==> src/inc/cpsc_pkg.sv <==
// constants and types for the compartment parameter-store controller
// assumes a 10 MHz mclk and an 8-bit APB byte address
package cpsc_pkg;

	// ---------------------------------------------------------------
	// register byte offsets
	// ---------------------------------------------------------------
	localparam logic [7:0] CPSC_OFF_CFG     = 8'h00;
	localparam logic [7:0] CPSC_OFF_CMD     = 8'h04;
	localparam logic [7:0] CPSC_OFF_PSTAGE  = 8'h08;
	localparam logic [7:0] CPSC_OFF_ISTAGE  = 8'h0c;
	localparam logic [7:0] CPSC_OFF_PACT    = 8'h10;
	localparam logic [7:0] CPSC_OFF_IACT    = 8'h14;
	localparam logic [7:0] CPSC_OFF_STATUS  = 8'h18;
	localparam logic [7:0] CPSC_OFF_EVENT   = 8'h1c;
	localparam logic [7:0] CPSC_OFF_MASK    = 8'h20;

	// ---------------------------------------------------------------
	// command register bit positions
	// ---------------------------------------------------------------
	localparam int CPSC_CMD_SAVE     = 0;
	localparam int CPSC_CMD_WP_ON    = 1;
	localparam int CPSC_CMD_WP_OFF   = 2;
	localparam int CPSC_CMD_IDWP_ON  = 3;
	localparam int CPSC_CMD_IDWP_OFF = 4;
	localparam int CPSC_CMD_CLEAR    = 5;
	localparam int CPSC_CMD_FACTORY  = 6;
	localparam int CPSC_CMD_ACK      = 7;

	// ---------------------------------------------------------------
	// event bit positions (event flags, mask and W1C share this layout)
	// ---------------------------------------------------------------
	localparam int CPSC_NUM_EV         = 8;
	localparam int CPSC_EV_PROGRAMMED  = 0;
	localparam int CPSC_EV_READIN      = 1;
	localparam int CPSC_EV_WP          = 2;
	localparam int CPSC_EV_IDWP        = 3;
	localparam int CPSC_EV_CLEARED     = 4;
	localparam int CPSC_EV_DENIED      = 5;
	localparam int CPSC_EV_CFG_TRIP    = 6;
	localparam int CPSC_EV_PARAM_FAULT = 7;

	// ---------------------------------------------------------------
	// status register bit positions
	// ---------------------------------------------------------------
	localparam int CPSC_ST_EXPECTED = 0;
	localparam int CPSC_ST_BUSY     = 1;
	localparam int CPSC_ST_CFGTRIP  = 2;
	localparam int CPSC_ST_PFAULT   = 3;
	localparam int CPSC_ST_PRESENT  = 4;
	localparam int CPSC_ST_FULLWP   = 5;
	localparam int CPSC_ST_IDWP     = 6;
	localparam int CPSC_ST_REPAIRED = 7;

	// ---------------------------------------------------------------
	// widths and values after reset
	// ---------------------------------------------------------------
	localparam int          CPSC_PW        = 32;
	localparam int          CPSC_IW        = 16;
	localparam logic [31:0] CPSC_PARAM_RST = 32'h00000000;
	localparam logic [15:0] CPSC_ID_RST    = 16'h0000;

	// ---------------------------------------------------------------
	// timing
	// ---------------------------------------------------------------
	localparam int CPSC_CLK_PERIOD_NS  = 100;
	localparam int CPSC_BLINK_HALF_MS  = 500;
	localparam int CPSC_BLINK_HALF_CYC = CPSC_BLINK_HALF_MS * 1000000 / CPSC_CLK_PERIOD_NS;
	localparam int CPSC_BLINK_W        = 23;

	// ---------------------------------------------------------------
	// types
	// ---------------------------------------------------------------
	typedef enum logic [2:0] {
		CPSC_OP_READ     = 3'h0,
		CPSC_OP_WRITE    = 3'h1,
		CPSC_OP_WP_ON    = 3'h2,
		CPSC_OP_WP_OFF   = 3'h3,
		CPSC_OP_IDWP_ON  = 3'h4,
		CPSC_OP_IDWP_OFF = 3'h5,
		CPSC_OP_CLEAR    = 3'h6
	} cpsc_op_type;

	typedef enum logic [1:0] {
		CPSC_BOOT = 2'b00,
		CPSC_WAIT = 2'b01,
		CPSC_RUN  = 2'b11
	} cpsc_state_type;

endpackage

==> src/hdl/cpsc_top.sv <==
// compartment parameter-store controller: startup load, mirroring of saved
// parameter sets, store-expected flag, protection commands and events
// assumes an APB master on mclk and a store answering each request once
// by a storeDone pulse; store inputs synchronous to mclk
//
// Summary of operation
// - every saved parameter set is also written to a connected store
// - a successful store write raises the programmed event
// - a store found at startup is loaded over the unit parameters
// - loading from the store sets the store-expected flag
// - expected but missing store at startup trips and flashes the fault lamp
// - trip reset refused until store present or expected flag cleared
// - saving a set with expected cleared turns the mechanism off
// - factory reset without store turns the mechanism off
// - full protection on locks store, refuses changes, raises its event
// - full protection off allows store and unit changes again
// - id protection accepts a set only with identical id data
// - id protection on raises its own event
// - id protection off releases the stored id data
// - clear erases the store and raises the cleared event
// - empty store at startup gives a parameter fault and flashing lamp
// - parameter fault may be acknowledged only after unit and store rewritten
// - a save refused by protection raises the denied event
// - a successful startup load raises the read-in event
//
// Added by the designer: the placing of the registers and the APB interface to the registers.
`timescale 1ns/1ns
module cpsc_top
	import cpsc_pkg::*;
#(
	parameter int BLINK_HALF_CYC = CPSC_BLINK_HALF_CYC
)
(
	input  wire logic                mclk,
	input  wire logic                rstn,
	input  wire logic                psel,
	input  wire logic                penable,
	input  wire logic                pwrite,
	input  wire logic [7:0]          paddr,
	input  wire logic [31:0]         pwdata,
	output logic      [31:0]         prdata,
	output logic                     pready,
	output logic                     pslverr,
	input  wire logic                storePresent,
	input  wire logic                storeEmpty,
	input  wire logic                storeFullWp,
	input  wire logic                storeIdWp,
	input  wire logic [CPSC_PW-1:0]  storeRdParam,
	input  wire logic [CPSC_IW-1:0]  storeRdId,
	input  wire logic                storeDone,
	input  wire logic                storeOk,
	output logic                     storeReq,
	output logic      [2:0]          storeOp,
	output logic      [CPSC_PW-1:0]  storeWrParam,
	output logic      [CPSC_IW-1:0]  storeWrId,
	input  wire logic                nvExpectedIn,
	output logic                     nvExpectedOut,
	output logic      [CPSC_PW-1:0]  unitParam,
	output logic      [CPSC_IW-1:0]  unitId,
	output logic                     cfgTrip,
	output logic                     paramFault,
	output logic                     faultLed,
	output logic                     irq
);

	// ---------------------------------------------------------------
	// helpers
	// ---------------------------------------------------------------
	function automatic logic regHit(input logic [7:0] a);
		case (a)
			CPSC_OFF_CFG, CPSC_OFF_CMD, CPSC_OFF_PSTAGE, CPSC_OFF_ISTAGE,
			CPSC_OFF_PACT, CPSC_OFF_IACT, CPSC_OFF_STATUS, CPSC_OFF_EVENT,
			CPSC_OFF_MASK: regHit = 1'b1;
			default:       regHit = 1'b0;
		endcase
	endfunction

	function automatic logic wrHit(input logic [7:0] a, input logic [7:0] off,
		input logic acc, input logic wr);
		wrHit = acc && wr && (a == off);
	endfunction

	// ---------------------------------------------------------------
	// declarations
	// ---------------------------------------------------------------
	logic                   apbAcc;
	logic                   cmdWe;
	logic [CPSC_NUM_EV-1:0] evSet;
	logic [CPSC_NUM_EV-1:0] evFlags;
	logic [CPSC_NUM_EV-1:0] evMask;

	cpsc_state_type    state_q,     state_d;
	cpsc_op_type       op_q,        op_d;
	logic              expected_q,  expected_d;
	logic              cfgStage_q,  cfgStage_d;
	logic [CPSC_PW-1:0] pStage_q,   pStage_d;
	logic [CPSC_IW-1:0] iStage_q,   iStage_d;
	logic [CPSC_PW-1:0] pAct_q,     pAct_d;
	logic [CPSC_IW-1:0] iAct_q,     iAct_d;
	logic              cfgTrip_q,   cfgTrip_d;
	logic              pFault_q,    pFault_d;
	logic              repaired_q,  repaired_d;
	logic              req_q,       req_d;
	logic [CPSC_PW-1:0] wrParam_q,  wrParam_d;
	logic [CPSC_IW-1:0] wrId_q,     wrId_d;
	logic [31:0]       prdata_q,    prdata_d;
	logic [CPSC_BLINK_W-1:0] blink_q, blink_d;
	logic              lamp_q,      lamp_d;

	assign apbAcc = psel && penable;
	assign cmdWe  = wrHit(paddr, CPSC_OFF_CMD, apbAcc, pwrite);

	// ---------------------------------------------------------------
	// control sequencer
	// ---------------------------------------------------------------
	always_comb begin
		state_d    = state_q;
		op_d       = op_q;
		expected_d = expected_q;
		cfgStage_d = cfgStage_q;
		pStage_d   = pStage_q;
		iStage_d   = iStage_q;
		pAct_d     = pAct_q;
		iAct_d     = iAct_q;
		cfgTrip_d  = cfgTrip_q;
		pFault_d   = pFault_q;
		repaired_d = repaired_q;
		req_d      = 1'b0;
		wrParam_d  = wrParam_q;
		wrId_d     = wrId_q;
		evSet      = '0;

		if (wrHit(paddr, CPSC_OFF_CFG, apbAcc, pwrite)) begin
			cfgStage_d = pwdata[0];
		end
		if (wrHit(paddr, CPSC_OFF_PSTAGE, apbAcc, pwrite)) begin
			pStage_d = pwdata;
		end
		if (wrHit(paddr, CPSC_OFF_ISTAGE, apbAcc, pwrite)) begin
			iStage_d = pwdata[CPSC_IW-1:0];
		end

		case (state_q)
			CPSC_BOOT: begin
				// retained flag taken after reset release
				expected_d = nvExpectedIn;
				if (storePresent) begin
					op_d    = CPSC_OP_READ;
					req_d   = 1'b1;
					state_d = CPSC_WAIT;
				end else begin
					if (nvExpectedIn) begin
						cfgTrip_d                = 1'b1;
						evSet[CPSC_EV_CFG_TRIP] = 1'b1;
					end
					state_d = CPSC_RUN;
				end
			end

			CPSC_WAIT: begin
				if (storeDone) begin
					state_d = CPSC_RUN;
					case (op_q)
						CPSC_OP_READ: begin
							if (storeEmpty || !storeOk) begin
								pFault_d                    = 1'b1;
								repaired_d                  = 1'b0;
								evSet[CPSC_EV_PARAM_FAULT] = 1'b1;
							end else begin
								pAct_d                 = storeRdParam;
								iAct_d                 = storeRdId;
								expected_d             = 1'b1;
								evSet[CPSC_EV_READIN] = 1'b1;
							end
						end
						CPSC_OP_WRITE: begin
							if (storeOk) begin
								evSet[CPSC_EV_PROGRAMMED] = 1'b1;
								repaired_d                = 1'b1;
							end
						end
						CPSC_OP_WP_ON: begin
							evSet[CPSC_EV_WP] = storeOk;
						end
						CPSC_OP_IDWP_ON: begin
							evSet[CPSC_EV_IDWP] = storeOk;
						end
						CPSC_OP_CLEAR: begin
							evSet[CPSC_EV_CLEARED] = storeOk;
						end
						default: begin
						end
					endcase
				end
			end

			CPSC_RUN: begin
				// one command per write, lowest bit first; ignored while busy
				if (cmdWe && pwdata[CPSC_CMD_SAVE]) begin
					if (storePresent && storeFullWp) begin
						evSet[CPSC_EV_DENIED] = 1'b1;
					end else if (storePresent && storeIdWp && iStage_q != storeRdId) begin
						evSet[CPSC_EV_DENIED] = 1'b1;
					end else begin
						pAct_d     = pStage_q;
						iAct_d     = iStage_q;
						expected_d = cfgStage_q;
						if (storePresent) begin
							wrParam_d = pStage_q;
							wrId_d    = iStage_q;
							op_d      = CPSC_OP_WRITE;
							req_d     = 1'b1;
							state_d   = CPSC_WAIT;
						end
					end
				end else if (cmdWe && pwdata[CPSC_CMD_WP_ON] && storePresent) begin
					op_d    = CPSC_OP_WP_ON;
					req_d   = 1'b1;
					state_d = CPSC_WAIT;
				end else if (cmdWe && pwdata[CPSC_CMD_WP_OFF] && storePresent) begin
					op_d    = CPSC_OP_WP_OFF;
					req_d   = 1'b1;
					state_d = CPSC_WAIT;
				end else if (cmdWe && pwdata[CPSC_CMD_IDWP_ON] && storePresent) begin
					op_d    = CPSC_OP_IDWP_ON;
					req_d   = 1'b1;
					state_d = CPSC_WAIT;
				end else if (cmdWe && pwdata[CPSC_CMD_IDWP_OFF] && storePresent) begin
					op_d    = CPSC_OP_IDWP_OFF;
					req_d   = 1'b1;
					state_d = CPSC_WAIT;
				end else if (cmdWe && pwdata[CPSC_CMD_CLEAR] && storePresent) begin
					op_d    = CPSC_OP_CLEAR;
					req_d   = 1'b1;
					state_d = CPSC_WAIT;
				end else if (cmdWe && pwdata[CPSC_CMD_FACTORY] && !storePresent) begin
					pAct_d     = CPSC_PARAM_RST;
					iAct_d     = CPSC_ID_RST;
					expected_d = 1'b0;
				end else if (cmdWe && pwdata[CPSC_CMD_ACK]) begin
					if (storePresent || !expected_q) begin
						cfgTrip_d = 1'b0;
					end
					if (repaired_q) begin
						pFault_d   = 1'b0;
						repaired_d = 1'b0;
					end
				end
			end

			default: begin
				state_d = CPSC_BOOT;
			end
		endcase
	end

	always_ff @(posedge mclk) begin
		if (!rstn) begin
			state_q    <= CPSC_BOOT;
			op_q       <= CPSC_OP_READ;
			expected_q <= 1'b0;
			cfgStage_q <= 1'b0;
			pStage_q   <= CPSC_PARAM_RST;
			iStage_q   <= CPSC_ID_RST;
			pAct_q     <= CPSC_PARAM_RST;
			iAct_q     <= CPSC_ID_RST;
			cfgTrip_q  <= 1'b0;
			pFault_q   <= 1'b0;
			repaired_q <= 1'b0;
			req_q      <= 1'b0;
			wrParam_q  <= CPSC_PARAM_RST;
			wrId_q     <= CPSC_ID_RST;
		end else begin
			state_q    <= state_d;
			op_q       <= op_d;
			expected_q <= expected_d;
			cfgStage_q <= cfgStage_d;
			pStage_q   <= pStage_d;
			iStage_q   <= iStage_d;
			pAct_q     <= pAct_d;
			iAct_q     <= iAct_d;
			cfgTrip_q  <= cfgTrip_d;
			pFault_q   <= pFault_d;
			repaired_q <= repaired_d;
			req_q      <= req_d;
			wrParam_q  <= wrParam_d;
			wrId_q     <= wrId_d;
		end
	end

	// ---------------------------------------------------------------
	// fault lamp flashing
	// ---------------------------------------------------------------
	always_comb begin
		blink_d = blink_q;
		lamp_d  = 1'b0;
		if (cfgTrip_q || pFault_q) begin
			lamp_d = lamp_q;
			if (blink_q == CPSC_BLINK_W'(BLINK_HALF_CYC - 1)) begin
				blink_d = '0;
				lamp_d  = !lamp_q;
			end else begin
				blink_d = blink_q + 1'b1;
			end
		end else begin
			blink_d = '0;
		end
	end

	always_ff @(posedge mclk) begin
		if (!rstn) begin
			blink_q <= '0;
			lamp_q  <= 1'b0;
		end else begin
			blink_q <= blink_d;
			lamp_q  <= lamp_d;
		end
	end

	// ---------------------------------------------------------------
	// APB read data, captured in the setup cycle
	// ---------------------------------------------------------------
	always_comb begin
		prdata_d = prdata_q;
		if (psel && !penable && !pwrite) begin
			prdata_d = '0;
			case (paddr)
				CPSC_OFF_CFG:    prdata_d[0] = cfgStage_q;
				CPSC_OFF_PSTAGE: prdata_d = pStage_q;
				CPSC_OFF_ISTAGE: prdata_d[CPSC_IW-1:0] = iStage_q;
				CPSC_OFF_PACT:   prdata_d = pAct_q;
				CPSC_OFF_IACT:   prdata_d[CPSC_IW-1:0] = iAct_q;
				CPSC_OFF_STATUS: begin
					prdata_d[CPSC_ST_EXPECTED] = expected_q;
					prdata_d[CPSC_ST_BUSY]     = (state_q != CPSC_RUN);
					prdata_d[CPSC_ST_CFGTRIP]  = cfgTrip_q;
					prdata_d[CPSC_ST_PFAULT]   = pFault_q;
					prdata_d[CPSC_ST_PRESENT]  = storePresent;
					prdata_d[CPSC_ST_FULLWP]   = storeFullWp;
					prdata_d[CPSC_ST_IDWP]     = storeIdWp;
					prdata_d[CPSC_ST_REPAIRED] = repaired_q;
				end
				CPSC_OFF_EVENT:  prdata_d[CPSC_NUM_EV-1:0] = evFlags;
				CPSC_OFF_MASK:   prdata_d[CPSC_NUM_EV-1:0] = evMask;
				default:         prdata_d = '0;
			endcase
		end
	end

	always_ff @(posedge mclk) begin
		if (!rstn) begin
			prdata_q <= '0;
		end else begin
			prdata_q <= prdata_d;
		end
	end

	// ---------------------------------------------------------------
	// event flags and interrupt
	// ---------------------------------------------------------------
	cpsc_event_bank u_events (
		.mclk    (mclk),
		.rstn    (rstn),
		.evSet   (evSet),
		.clrWe   (wrHit(paddr, CPSC_OFF_EVENT, apbAcc, pwrite)),
		.maskWe  (wrHit(paddr, CPSC_OFF_MASK, apbAcc, pwrite)),
		.wrData  (pwdata[CPSC_NUM_EV-1:0]),
		.evFlags (evFlags),
		.evMask  (evMask),
		.irq     (irq)
	);

	// ---------------------------------------------------------------
	// outputs
	// ---------------------------------------------------------------
	assign prdata        = prdata_q;
	assign pready        = 1'b1;
	assign pslverr       = apbAcc && !regHit(paddr);
	assign storeReq      = req_q;
	assign storeOp       = op_q;
	assign storeWrParam  = wrParam_q;
	assign storeWrId     = wrId_q;
	assign nvExpectedOut = expected_q;
	assign unitParam     = pAct_q;
	assign unitId        = iAct_q;
	assign cfgTrip       = cfgTrip_q;
	assign paramFault    = pFault_q;
	assign faultLed      = lamp_q;

endmodule

==> src/hdl/cpsc_event_bank.sv <==
// sticky event flags, their mask and the level interrupt
// assumes set pulses and write strobes synchronous to mclk
`timescale 1ns/1ns
module cpsc_event_bank
	import cpsc_pkg::*;
(
	input  wire logic                   mclk,
	input  wire logic                   rstn,
	input  wire logic [CPSC_NUM_EV-1:0] evSet,
	input  wire logic                   clrWe,
	input  wire logic                   maskWe,
	input  wire logic [CPSC_NUM_EV-1:0] wrData,
	output logic      [CPSC_NUM_EV-1:0] evFlags,
	output logic      [CPSC_NUM_EV-1:0] evMask,
	output logic                        irq
);

	logic [CPSC_NUM_EV-1:0] flags_q;
	logic [CPSC_NUM_EV-1:0] flags_d;
	logic [CPSC_NUM_EV-1:0] mask_q;
	logic [CPSC_NUM_EV-1:0] mask_d;
	logic                   irq_q;
	logic                   irq_d;

	// a new event wins over a write-one-to-clear in the same cycle
	always_comb begin
		flags_d = flags_q;
		mask_d  = mask_q;
		if (clrWe) begin
			flags_d = flags_d & ~wrData;
		end
		flags_d = flags_d | evSet;
		if (maskWe) begin
			mask_d = wrData;
		end
		irq_d = |(flags_d & mask_d);
	end

	always_ff @(posedge mclk) begin
		if (!rstn) begin
			flags_q <= '0;
			mask_q  <= '0;
			irq_q   <= 1'b0;
		end else begin
			flags_q <= flags_d;
			mask_q  <= mask_d;
			irq_q   <= irq_d;
		end
	end

	assign evFlags = flags_q;
	assign evMask  = mask_q;
	assign irq     = irq_q;

endmodule

==> config.mk <==
export PLATFORM = sky130hd
export DESIGN_NAME = cpsc_top
export DESIGN_NICKNAME = d
export VERILOG_FILES = /design/src/inc/cpsc_pkg.sv /design/src/hdl/cpsc_top.sv /design/src/hdl/cpsc_event_bank.sv
export SDC_FILE = /design/constraint.sdc
export NUM_CORES = 1
export LEC_CHECK = 0
export BUFFER_PORTS_ARGS = -buffer_cell sky130_fd_sc_hd__buf_2
export CAP_MARGIN = 30
export CORE_MARGIN = 5
export CORE_UTILIZATION = 55
export CTS_BUF_LIST = sky130_fd_sc_hd__clkbuf_2 sky130_fd_sc_hd__clkbuf_4 sky130_fd_sc_hd__clkbuf_8
export DETAILED_ROUTE_END_ITERATION = 7
export PLACE_DENSITY = 0.83
export SLEW_MARGIN = 20
export SYNTH_ARGS = -nofsm -noshare
export SYNTH_HDL_FRONTEND = slang
export SYNTH_HIERARCHICAL = 1
export SYNTH_SLANG_ARGS = --single-unit
==> constraint.sdc <==
create_clock -name mclk -period 6.9 [get_ports mclk]
set_clock_uncertainty 0.2 [all_clocks]
set_input_delay 0.345 -clock mclk [delete_from_list [all_inputs] [get_ports mclk]]
set_output_delay 0.345 -clock mclk [all_outputs]
set_load 0.05 [all_outputs]
# ---- Word-level counts from Yosys, hierarchy flattened
# Index checks and enable logic that the tools add are counted.
dict set report word_totals {
  reg_bits 228
  inputBits 100
  wordCells 269
}
dict set report classes {
  n_addsub 1
  n_bitwise 8
  n_eq_ne 47
  n_mux 137
  reduce_logical 56
}
# operator count
set op_table {}
lappend op_table {{$mux W32} 12}
lappend op_table {{$mux W16} 12}
lappend op_table {{$mux W1} 74}
lappend op_table {{$pmux W16 S2} 2}
lappend op_table {{$pmux W32 S2} 1}
lappend op_table {{$pmux W7 S7} 1}
lappend op_table {{$reduce_and A12 Y1} 3}
lappend op_table {{$ne A2 B2 Y1 const B} 17}
lappend op_table {{$ne A3 B3 Y1 const B} 11}
lappend op_table {{$eq A8 B5 Y1 const B} 4}
lappend op_table {{$pmux W8 S4} 1}
lappend op_table {{$mux W3} 10}
lappend op_table {{$logic_and A1 B1 Y1} 28}
lappend op_table {{$reduce_and A13 Y1} 2}
lappend op_table {{$add A23 B1 Y23 const B} 1}
lappend op_table {{$eq A23 B23 Y1 const B} 1}
lappend op_table {{$mux W2} 11}
lappend op_table {{$and A8 B8 Y8} 2}
lappend op_table {{$eq A8 B4 Y1 const B} 2}
lappend op_table {{$mux W8} 2}
lappend op_table {{$ne A16 B16 Y1} 1}
lappend op_table {{$mux W5} 2}
lappend op_table {{$pmux W1 S2} 5}
lappend op_table {{$reduce_and A5 Y1} 2}
lappend op_table {{29 further kinds} 42}

# ---- Logic depth before layout (Yosys ltp)
# Gate-level depths: netlist (run 1).
dict set report logic_depth {
  depth_word 13
  ltp_mapped 11
  mapped_depth_nobuf 9
}

# ---- Cells and area by module
# Netlist (run 1), hierarchy kept.
# module seq_area_each_um2 cells_per_inst instances area_each_um2
set modules_own_cells {}
lappend modules_own_cells {cpsc_top 4224.1 1091 1 9485.3}
lappend modules_own_cells {cpsc_event_bank 340.3 65 1 666.9}

# ---- Worst setup path after synthesis (run 1)
# Ideal clock, no wire load.
dict set report synth_path {
  path_kind {in2reg}
  from {in paddr[3]}
  to {reg u_events.irq_q, in the netlist u_events/irq}
  required_ns 6.575
  n_path_buf 3
  setup_slack_ns 4.107
  path_stages 10
  arrival_time_ns 2.468
  cell_sequence {buf_2 nor4_1 and4b_1 buf_2 inv_2 nor2_1 buf_6 mux2i_1 o22ai_1 o41a_1}
}
dict set report synth_between {
  elab_chain_len 8
  elab_cells_between_ends 14
  cone_classes {eq/ne: 3; mux: 4; bitwise: 2; reduce/logical: 5}
}
# element line
set synth_rtl {}
lappend synth_rtl {{start, declared} cpsc_top.sv:39} ;# input wire logic [7:0] paddr,
lappend synth_rtl {{$eq A8 B3 Y1} cpsc_top.sv:80} ;# wrHit = acc && wr && (a == off);
lappend synth_rtl {{$logic_and A1 B1 Y1} cpsc_top.sv:80}
lappend synth_rtl {{$logic_and A1 B1 Y1} cpsc_top.sv:199} ;# if (cmdWe && pwdata[CPSC_CMD_SAVE]) begin
lappend synth_rtl {{$mux W1} cpsc_top.sv:199}
lappend synth_rtl {{$mux W1} cpsc_top.sv:143} ;# case (state_q)
lappend synth_rtl {{$or A8 B8 Y8} cpsc_event_bank.sv:32} ;# flags_d = flags_d | evSet;
lappend synth_rtl {{$and A8 B8 Y8 *} cpsc_event_bank.sv:36} ;# irq_d = |(flags_d & mask_d);
lappend synth_rtl {{$reduce_or A8 Y1 *} cpsc_event_bank.sv:36}
lappend synth_rtl {{end signal, assigned} cpsc_event_bank.sv:47} ;# irq_q <= irq_d;
lappend synth_rtl {{end, declared} cpsc_event_bank.sv:22} ;# logic irq_q;
# Every way passes the cells marked *; elsewhere a longest branch is shown, timed or not.
# A chain may end at the register's enable or synchronous reset.

# ---- Worst setup path in the final report (run 1)
dict set report layout_path {
  from {reg iStage_q[15]}
  to {reg pAct_q[11], in the netlist unitParam[11]}
}
dict set report layout_between {
  elab_chain_len 4
}
# element line
set layout_rtl {}
lappend layout_rtl {{start, declared} cpsc_top.sv:97} ;# logic [CPSC_IW-1:0] iStage_q, iStage_d;
lappend layout_rtl {{start signal, assigned} cpsc_top.sv:279} ;# iStage_q <= iStage_d;
lappend layout_rtl {{$ne A16 B16 Y1} cpsc_top.sv:202} ;# end else if (storePresent && storeIdWp && iStage_q != storeRdId) begin
lappend layout_rtl {{$logic_and A1 B1 Y1} cpsc_top.sv:202}
lappend layout_rtl {{$ne A3 B3 Y1 (no line)} n/a}
lappend layout_rtl {{$reduce_and A12 Y1 (no line)} n/a}
lappend layout_rtl {{end signal, assigned} cpsc_top.sv:280} ;# pAct_q <= pAct_d;
lappend layout_rtl {{end, declared} cpsc_top.sv:98} ;# logic [CPSC_PW-1:0] pAct_q, pAct_d;
# No other way between the ends.

==> impl_metrics.py, run 1 <==
metrics = {
    "critical_path": {
        "reg2reg_to": "unitParam[11]",
        "cp_common_cell": "buf_4",
        "cp_max_fo": 52,
        "crit_chain": "xnor2_1, nand4_1, o41ai_1, a21o_2, buf_4, inv_4, nor3_4, buf_4, a211oi_1",
        "cp.arrival_ns": 4.05,
        "reg2reg_slack_ns": 3.03,
        "crit_path_start_kind": "flop",
        "crit_slowest_cell": "o41ai_1",
        "r2r_cells": 9,
        "rr_startpoint": "iStage_q[15]",
        "slowest_delay_ns": 0.72,
        "cp-end-kind": "flop",
        "path_class": "reg -> reg",
        "cp.required_ns": 7.08,
    },
    "min_path": {
        "hold_end": "unitId[10]",
        "hold_path.class": "in -> reg",
        "hold_depth": 3,
        "min_from": "storeRdId[10]",
    },
    "synthesis": {
        "yosysMostFrequentCell": "dfxtp_1",
        "yosys_warnings": 6,
        "synth_top_family_by_area": "compound AO/OA/AOI/OAI gates",
        "synth_top_cell_by_area": "dfxtp_1",
        "avgSynthCellArea_um2": 8.78,
        "synth.area.top_cells": "dfxtp_1 45%, mux2i_1 5.8%, a22oi_1 5.7%, nand2_1 4.9%, nor2_1 4.5%",
        "ys_top_cells_by_count": "228 x dfxtp_1, 133 x nand2_1, 123 x nor2_1",
        "synth_edf_count": 0,
        "synth_ff_type": "dfxtp_1",
        "synth-seq-cells": 228,
        "yosysUniqueCellTypes": 63,
        "synth_xor_area_share_pct": 3.36,
        "synth_top_area_share_pct": 45.0,
        "netlist_instances": 1156,
        "synth_compound_area_share_pct": 23.5,
        "yosysSeqAreaShare_pct": 45.0,
        "yosys.area_share.simple_pct": 17.0,
        "netlist_area_um2": 10200,
        "synthMuxAreaShare_pct": 5.82,
        "synthAdderAreaFrac_pct": 0.616,
        "async_flop_share_pct": 0,
        "syn_nets": 1261,
    },
    "cts": {
        "cts_sinks": 228,
        "cts-hold-fix-buffers": 40,
        "cts.reportedPaths.clkPinSlew_ns": 0.06,
        "cts_setup_buffers": 0,
        "cts_tree": "done",
        "cts_resized": 0,
        "cts_buffers": 39,
        "cts_buffer_depth": 3,
        "clkLatencyLatePin_ns": 0.56,
        "root_buffer": "clkbuf_8",
        "ctsHtreeMaxLevel": 2,
    },
    "floorplanning": {
        "die_area_um2": 21300,
        "die_w_um": 146,
        "die_height_um": 146,
        "rows": 49,
        "core-area_um2": 18100,
        "io_pins": 239,
        "start_util_pct": 56.1,
    },
    "detailed_routing": {
        "ant_nets": 0,
        "dr.pass1.iters": 6,
        "initialDrtViolationCount": 1357,
        "via_count": 10600,
        "drc_errors": 0,
        "vias_per_cell": 6.43,
        "routed_wl_mm": 36.4,
        "post_drt_wl_per_cell_um": 22.1,
    },
    "cells_and_area": {
        "fin_area_um2": 12700,
        "final_util_pct": 70.0,
        "area_delta_synth_final_pct": 24.7,
        "fin_cells": 1648,
        "fin_nets": 1502,
        "drive_gt1_share_pct": 25.2,
        "diodes": 0,
    },
    "placed_design": {
        "gp_congestion": 0.998,
        "hpwlAfterDp_mm": 24.2,
        "dpl_cell_area_um2": 11500,
        "placed_cells": 1543,
        "portBuffers": 237,
    },
    "timing": {
        "worstMarginPinSlew_ns": 0.998,
        "fmaxAchievable_mhz": 258,
        "finalSetupTns_ns": 0,
        "period_share_pct": 56.1,
        "slew_headroom_pct": 33.5,
        "finalSetupViolCount": 0,
        "maxSlewViolCount": 0,
        "rsz0062_at_grt": "no",
        "post-route-min-period_ns": 3.87,
        "hold_viol": 0,
    },
    "global_route": {
        "grt_antenna_before_repair": 1,
        "grtUsageTotal_pct": 32.7,
        "grt_pass1_vias": 10200,
        "grt_max_degree": 116,
        "grt_first_pass_wirelength_mm": 56.5,
        "grt_remaining_overflow": 0,
    },
    "power": {
        "powerDensity_nw_per_um2": 290,
        "leakagePower_nw": 5.30,
        "power_w": 0.00367,
        "ir_worst_vdd_mv": 0.180,
    },
    "job": {
        "drv_cap": 0,
    },
    "outcome": {
        "outcome": "finished, final reports clean",
    },
}
[layout make-up]
type                       count  area (um^2)
clock buffer                  57          722
clock inverter                 6         47.5
fill                        1379         5430
inverter                      15         63.8
multi-input combinational    816         5160
sequential                   228         4560
tap                          229          287
timing repair buffer         297         1810
[metrics by stage]
stage / setup WS (ns) / hold slack, ns
4_1_cts: 3.16 / 0.00000983
6_report: 3.03 / 0.0206
2_1_floorplan: 4.11 / 0.241
3_5_place_dp: 3.08 / 0.244
5_1_grt: 2.85 / 0.00916
3_3_place_gp: 2.69 / 0.241
[flip-flops by register name, summed over array words and instances (netlist names), 8 cells and up]
register          cells
pStage_q             32
iStage_q             16
blink_q              23
unitId               16
storeWrId            16
unitParam            32
u_events/evMask       8
storeWrParam         32
prdata               32
u_events/evFlags      8
[cells by family (layout without fill, tap and decap cells)]
family | Yosys count | count (layout)
compound gates | 339 | 339
xor+xnor | 39 | 39
fa+ha+maj | 5 | 5
buf+inv | 112 | 375
flops | 228 | 228
mux | 59 | 59
other cells | 1 | 1
simple gates | 373 | 373
[power by group]
group / internal, W / leakage (nW) / switching, W
clock: 0.000670 / 0.407 / 0.000547
combinational: 0.000282 / 3.04 / 0.000662
sequential: 0.00141 / 1.85 / 0.000103
total: 0.00236 / 5.30 / 0.00131
[how the worst max path moves through the flow]
stage                        from            end  cells past startpoint
global route         iStage_q[15]   unitParam[1]                      9
detailed placement  storeRdId[15]  unitParam[11]                     10
floorplan                paddr[3]   u_events/irq                     10
global placement    storeRdId[15]      unitId[1]                     10
CTS                  iStage_q[15]  unitParam[11]                      9
finish               iStage_q[15]  unitParam[11]                      9
[critical path, delay by kind of cell (launching register included)]
| family | cells | cell delay, ns |
|---|---|---|
| XOR/XNOR | 1 | 0.36 |
| AND/OR/NAND/NOR | 2 | 0.63 |
| buffers and inverters | 3 | 1.03 |
| AO/OA/AOI/OAI | 3 | 1.08 |
| flip-flops | 1 | 0.35 |
[placed cells by master (no fill, tap or decap), types with 5 or more instances in the layout]
master	n
nor2b_1	12
xnor2_1	25
dfxtp_1	228
a211oi_1	29
mux2i_1	59
buf_2	237
inv_1	11
clkbuf_8	47
o21a_1	6
dlygate4sd3_1	40
nor4_1	9
a221oi_1	22
a31oi_1	48
a222oi_1	7
nand4_1	11
a21oi_1	83
nand3_1	15
o21ai_0	11
xor2_1	14
a211oi_2	17
a22oi_1	77
nor2_1	122
nor3_1	23
clkbuf_4	10
buf_4	14
ha_1	5
o21ai_1	5
and3_1	6
and2b_1	5
nor4b_1	5
o22ai_1	8
a22o_1	6
nand2_1	133
[per-layer routing]
layer	part of all wire, %	up-vias	track usage (%)
li1	-	4698	-
met1	38	4950	41.8
met2	45	746	50.8
met3	12	198	7.88
met4	6.3	2	18.1
met5	0.019	-	0
No activity file was read; power rests on OpenSTA's default activity.
==> inputs of run 2 (changes only) <==
Clock period 6.9 ns to 3.7 ns, I/O delays scaled along.
==> run 2 against run 1 <==
Net effect: cell area increased by 4.2%; count of clock-buffer cells in the layout unchanged; worst hold slack improved by 0.024 ns; non-clock buffer count increased by 52; register-to-register slack got worse by 2.5 ns; combinational power increased by 90%; critical path depth decreased by 2; clock power increased by 97%; utilization increased by 2.9 points; critical endpoint is now storeWrId[1]; highest routed layer is now met4.
==> impl_metrics.py, run 2 (same netlist as run 1, synthesis figures left out) <==
metrics = {
    "detailed_routing": {
        "ant_nets": 0,
        "wl_met1_mm": 13.8,
        "initialDrtViolationCount": 1555,
        "wl_met2_mm": 16.9,
        "vias_per_cell": 6.57,
        "drc_errors": 0,
        "via_count": 11200,
        "routed_wl_mm": 38.8,
        "dr.pass1.iters": 7,
        "post_drt_wl_per_cell_um": 22.7,
        "wl_met3_mm": 5.45,
        "top_layer_used": "met4",
    },
    "timing": {
        "fmaxAchievable_mhz": 311,
        "post-route-min-period_ns": 3.21,
        "maxSlewViolCount": 0,
        "hold_viol": 0,
        "finalSetupViolCount": 0,
        "period_share_pct": 86.8,
        "finalSetupTns_ns": 0,
        "worstMarginPinSlew_ns": 0.932,
        "rsz0062_at_grt": "no",
        "slew_headroom_pct": 37.4,
    },
    "global_route": {
        "grt_remaining_overflow": 0,
        "grt_first_pass_wirelength_mm": 60.5,
        "grt_pass1_vias": 10900,
        "grtUsageTotal_pct": 35.2,
        "grt_antenna_before_repair": 3,
        "grt_max_degree": 114,
    },
    "cells_and_area": {
        "fin_nets": 1553,
        "area_delta_synth_final_pct": 29.9,
        "fill_cells": 1255,
        "mostFrequentLayoutCells": "237 x buf_2, 228 x dfxtp_1, 133 x nand2_1",
        "layout_commonest_cell": "buf_2",
        "multi_input_area_um2": 5160,
        "drive_gt1_share_pct": 24.9,
        "regArea_um2": 4560,
        "final_util_pct": 72.9,
    },
    "floorplanning": {
        "start_util_pct": 56.1,
        "io_pins": 239,
        "die_height_um": 146,
        "core-area_um2": 18100,
        "die_area_um2": 21300,
        "rows": 49,
        "die_w_um": 146,
    },
    "cts": {
        "cts_resized": 0,
        "clkLatencyLatePin_ns": 0.56,
        "cts_buffer_depth": 3,
        "ctsHtreeMaxLevel": 2,
        "cts_tree": "done",
        "cts.reportedPaths.clkPinSlew_ns": 0.07,
        "cts_sinks": 228,
        "cts_buffers": 38,
        "root_buffer": "clkbuf_8",
    },
    "critical_path": {
        "crit_path_start_kind": "flop",
        "cp-end-kind": "flop",
        "path_class": "reg -> reg",
        "rr_startpoint": "iStage_q[13]",
        "cp_max_fo": 35,
        "r2r_cells": 7,
        "crit_start": "iStage_q[13]",
        "reg2reg_slack_ns": 0.49,
        "cp.required_ns": 3.90,
        "reg2reg_to": "storeWrId[1]",
        "cp.arrival_ns": 3.41,
    },
    "placed_design": {
        "hpwlAfterDp_mm": 24.0,
        "gp_congestion": 0.974,
        "portBuffers": 237,
    },
    "job": {
        "drv_cap": 0,
    },
    "min_path": {
        "hold_end": "prdata[0]",
        "min_from": "paddr[2]",
        "hold_depth": 5,
        "hold_path.class": "in -> reg",
    },
    "outcome": {
        "outcome": "finished, final reports clean",
    },
    "power": {
        "powerDensity_nw_per_um2": 531,
        "leakagePower_nw": 5.53,
        "ir_worst_vdd_mv": 0.324,
    },
}
[run 2: changes by cell type in the layout (fill, tap and decap cells not counted), sizes merged]
cell,previous run,this run
dlygate4sd3,40,86
clkinv,4,6
buf,256,263
clkinvlp,1,2
bufinv,0,1
clkbuf,58,57
diode,0,3
[run 2: how the worst max path moves through the flow]
stage,end,cells past startpoint,slack [ns]
floorplan,u_events/irq,10,1.07
global placement,unitId[12],8,0.73
detailed placement,unitId[14],8,0.68
CTS,unitParam[10],8,0.62
global route,unitParam[10],8,0.42
finish,storeWrId[1],7,0.49
[run 2: per-layer routing]
layer / global-route usage [%] / up-vias
met5: 0 / -
met2: 53.6 / 999
met3: 11.9 / 257
met1: 43.5 / 5143
met4: 20.1 / 0
li1: - / 4808
[run 2: critical path, stage by stage, from the launching register on]
cell	delay, ns
dfxtp_1	0.38
xnor2_1	0.32
nand4_1	0.16
o41ai_1	0.79
nand3_4	0.48
buf_12	0.34
mux2i_1	0.22
nor2_1	0.08
[run 2: through the flow]
| step | area (um^2) | worst slack [ns] | cells | hold slack (ns) | power, W |
|---|---|---|---|---|---|
| 6_report | 13200 | 0.489 | 1707 | 0.0449 | 0.00700 |
| 5_1_grt | 13200 | 0.419 | 1707 | 0.0606 | 0.00723 |
| 4_1_cts | 13200 | 0.616 | 1703 | 0.0230 | 0.00694 |
| 3_5_place_dp | 11500 | 0.681 | 1550 | 0.240 | 0.00451 |
| 3_3_place_gp | 11500 | 0.727 | 1550 | 0.227 | 0.00448 |
| 2_1_floorplan | 10200 | 1.07 | 1156 | 0.102 | 0.00402 |
[run 2: power breakdown]
group	switching (W)	leakage, nW	internal (W)	total [W]
clock network	0.00106	0.432	0.00134	0.00240
logic	0.00126	3.25	0.000530	0.00179
registers	0.000186	1.85	0.00262	0.00281
[run 2: final cells by class]
class	instances	area share, %
multi-input cells	816	39.1
well taps	229	2.17
diodes	3	0.0569
clock inverters	10	0.636
clock buffers	57	5.57
flip-flops and latches	228	34.6
repair buffers	349	17.3
inverters	15	0.484
[run 2: what timing repair did]
| action | CTS | global route |
|---|---|---|
| setup endpoints to repair | 0 | 0 |
| hold buffers | 86 | 0 |
| hold endpoints to repair | 123 | 0 |
| setup buffers | 0 | 0 |
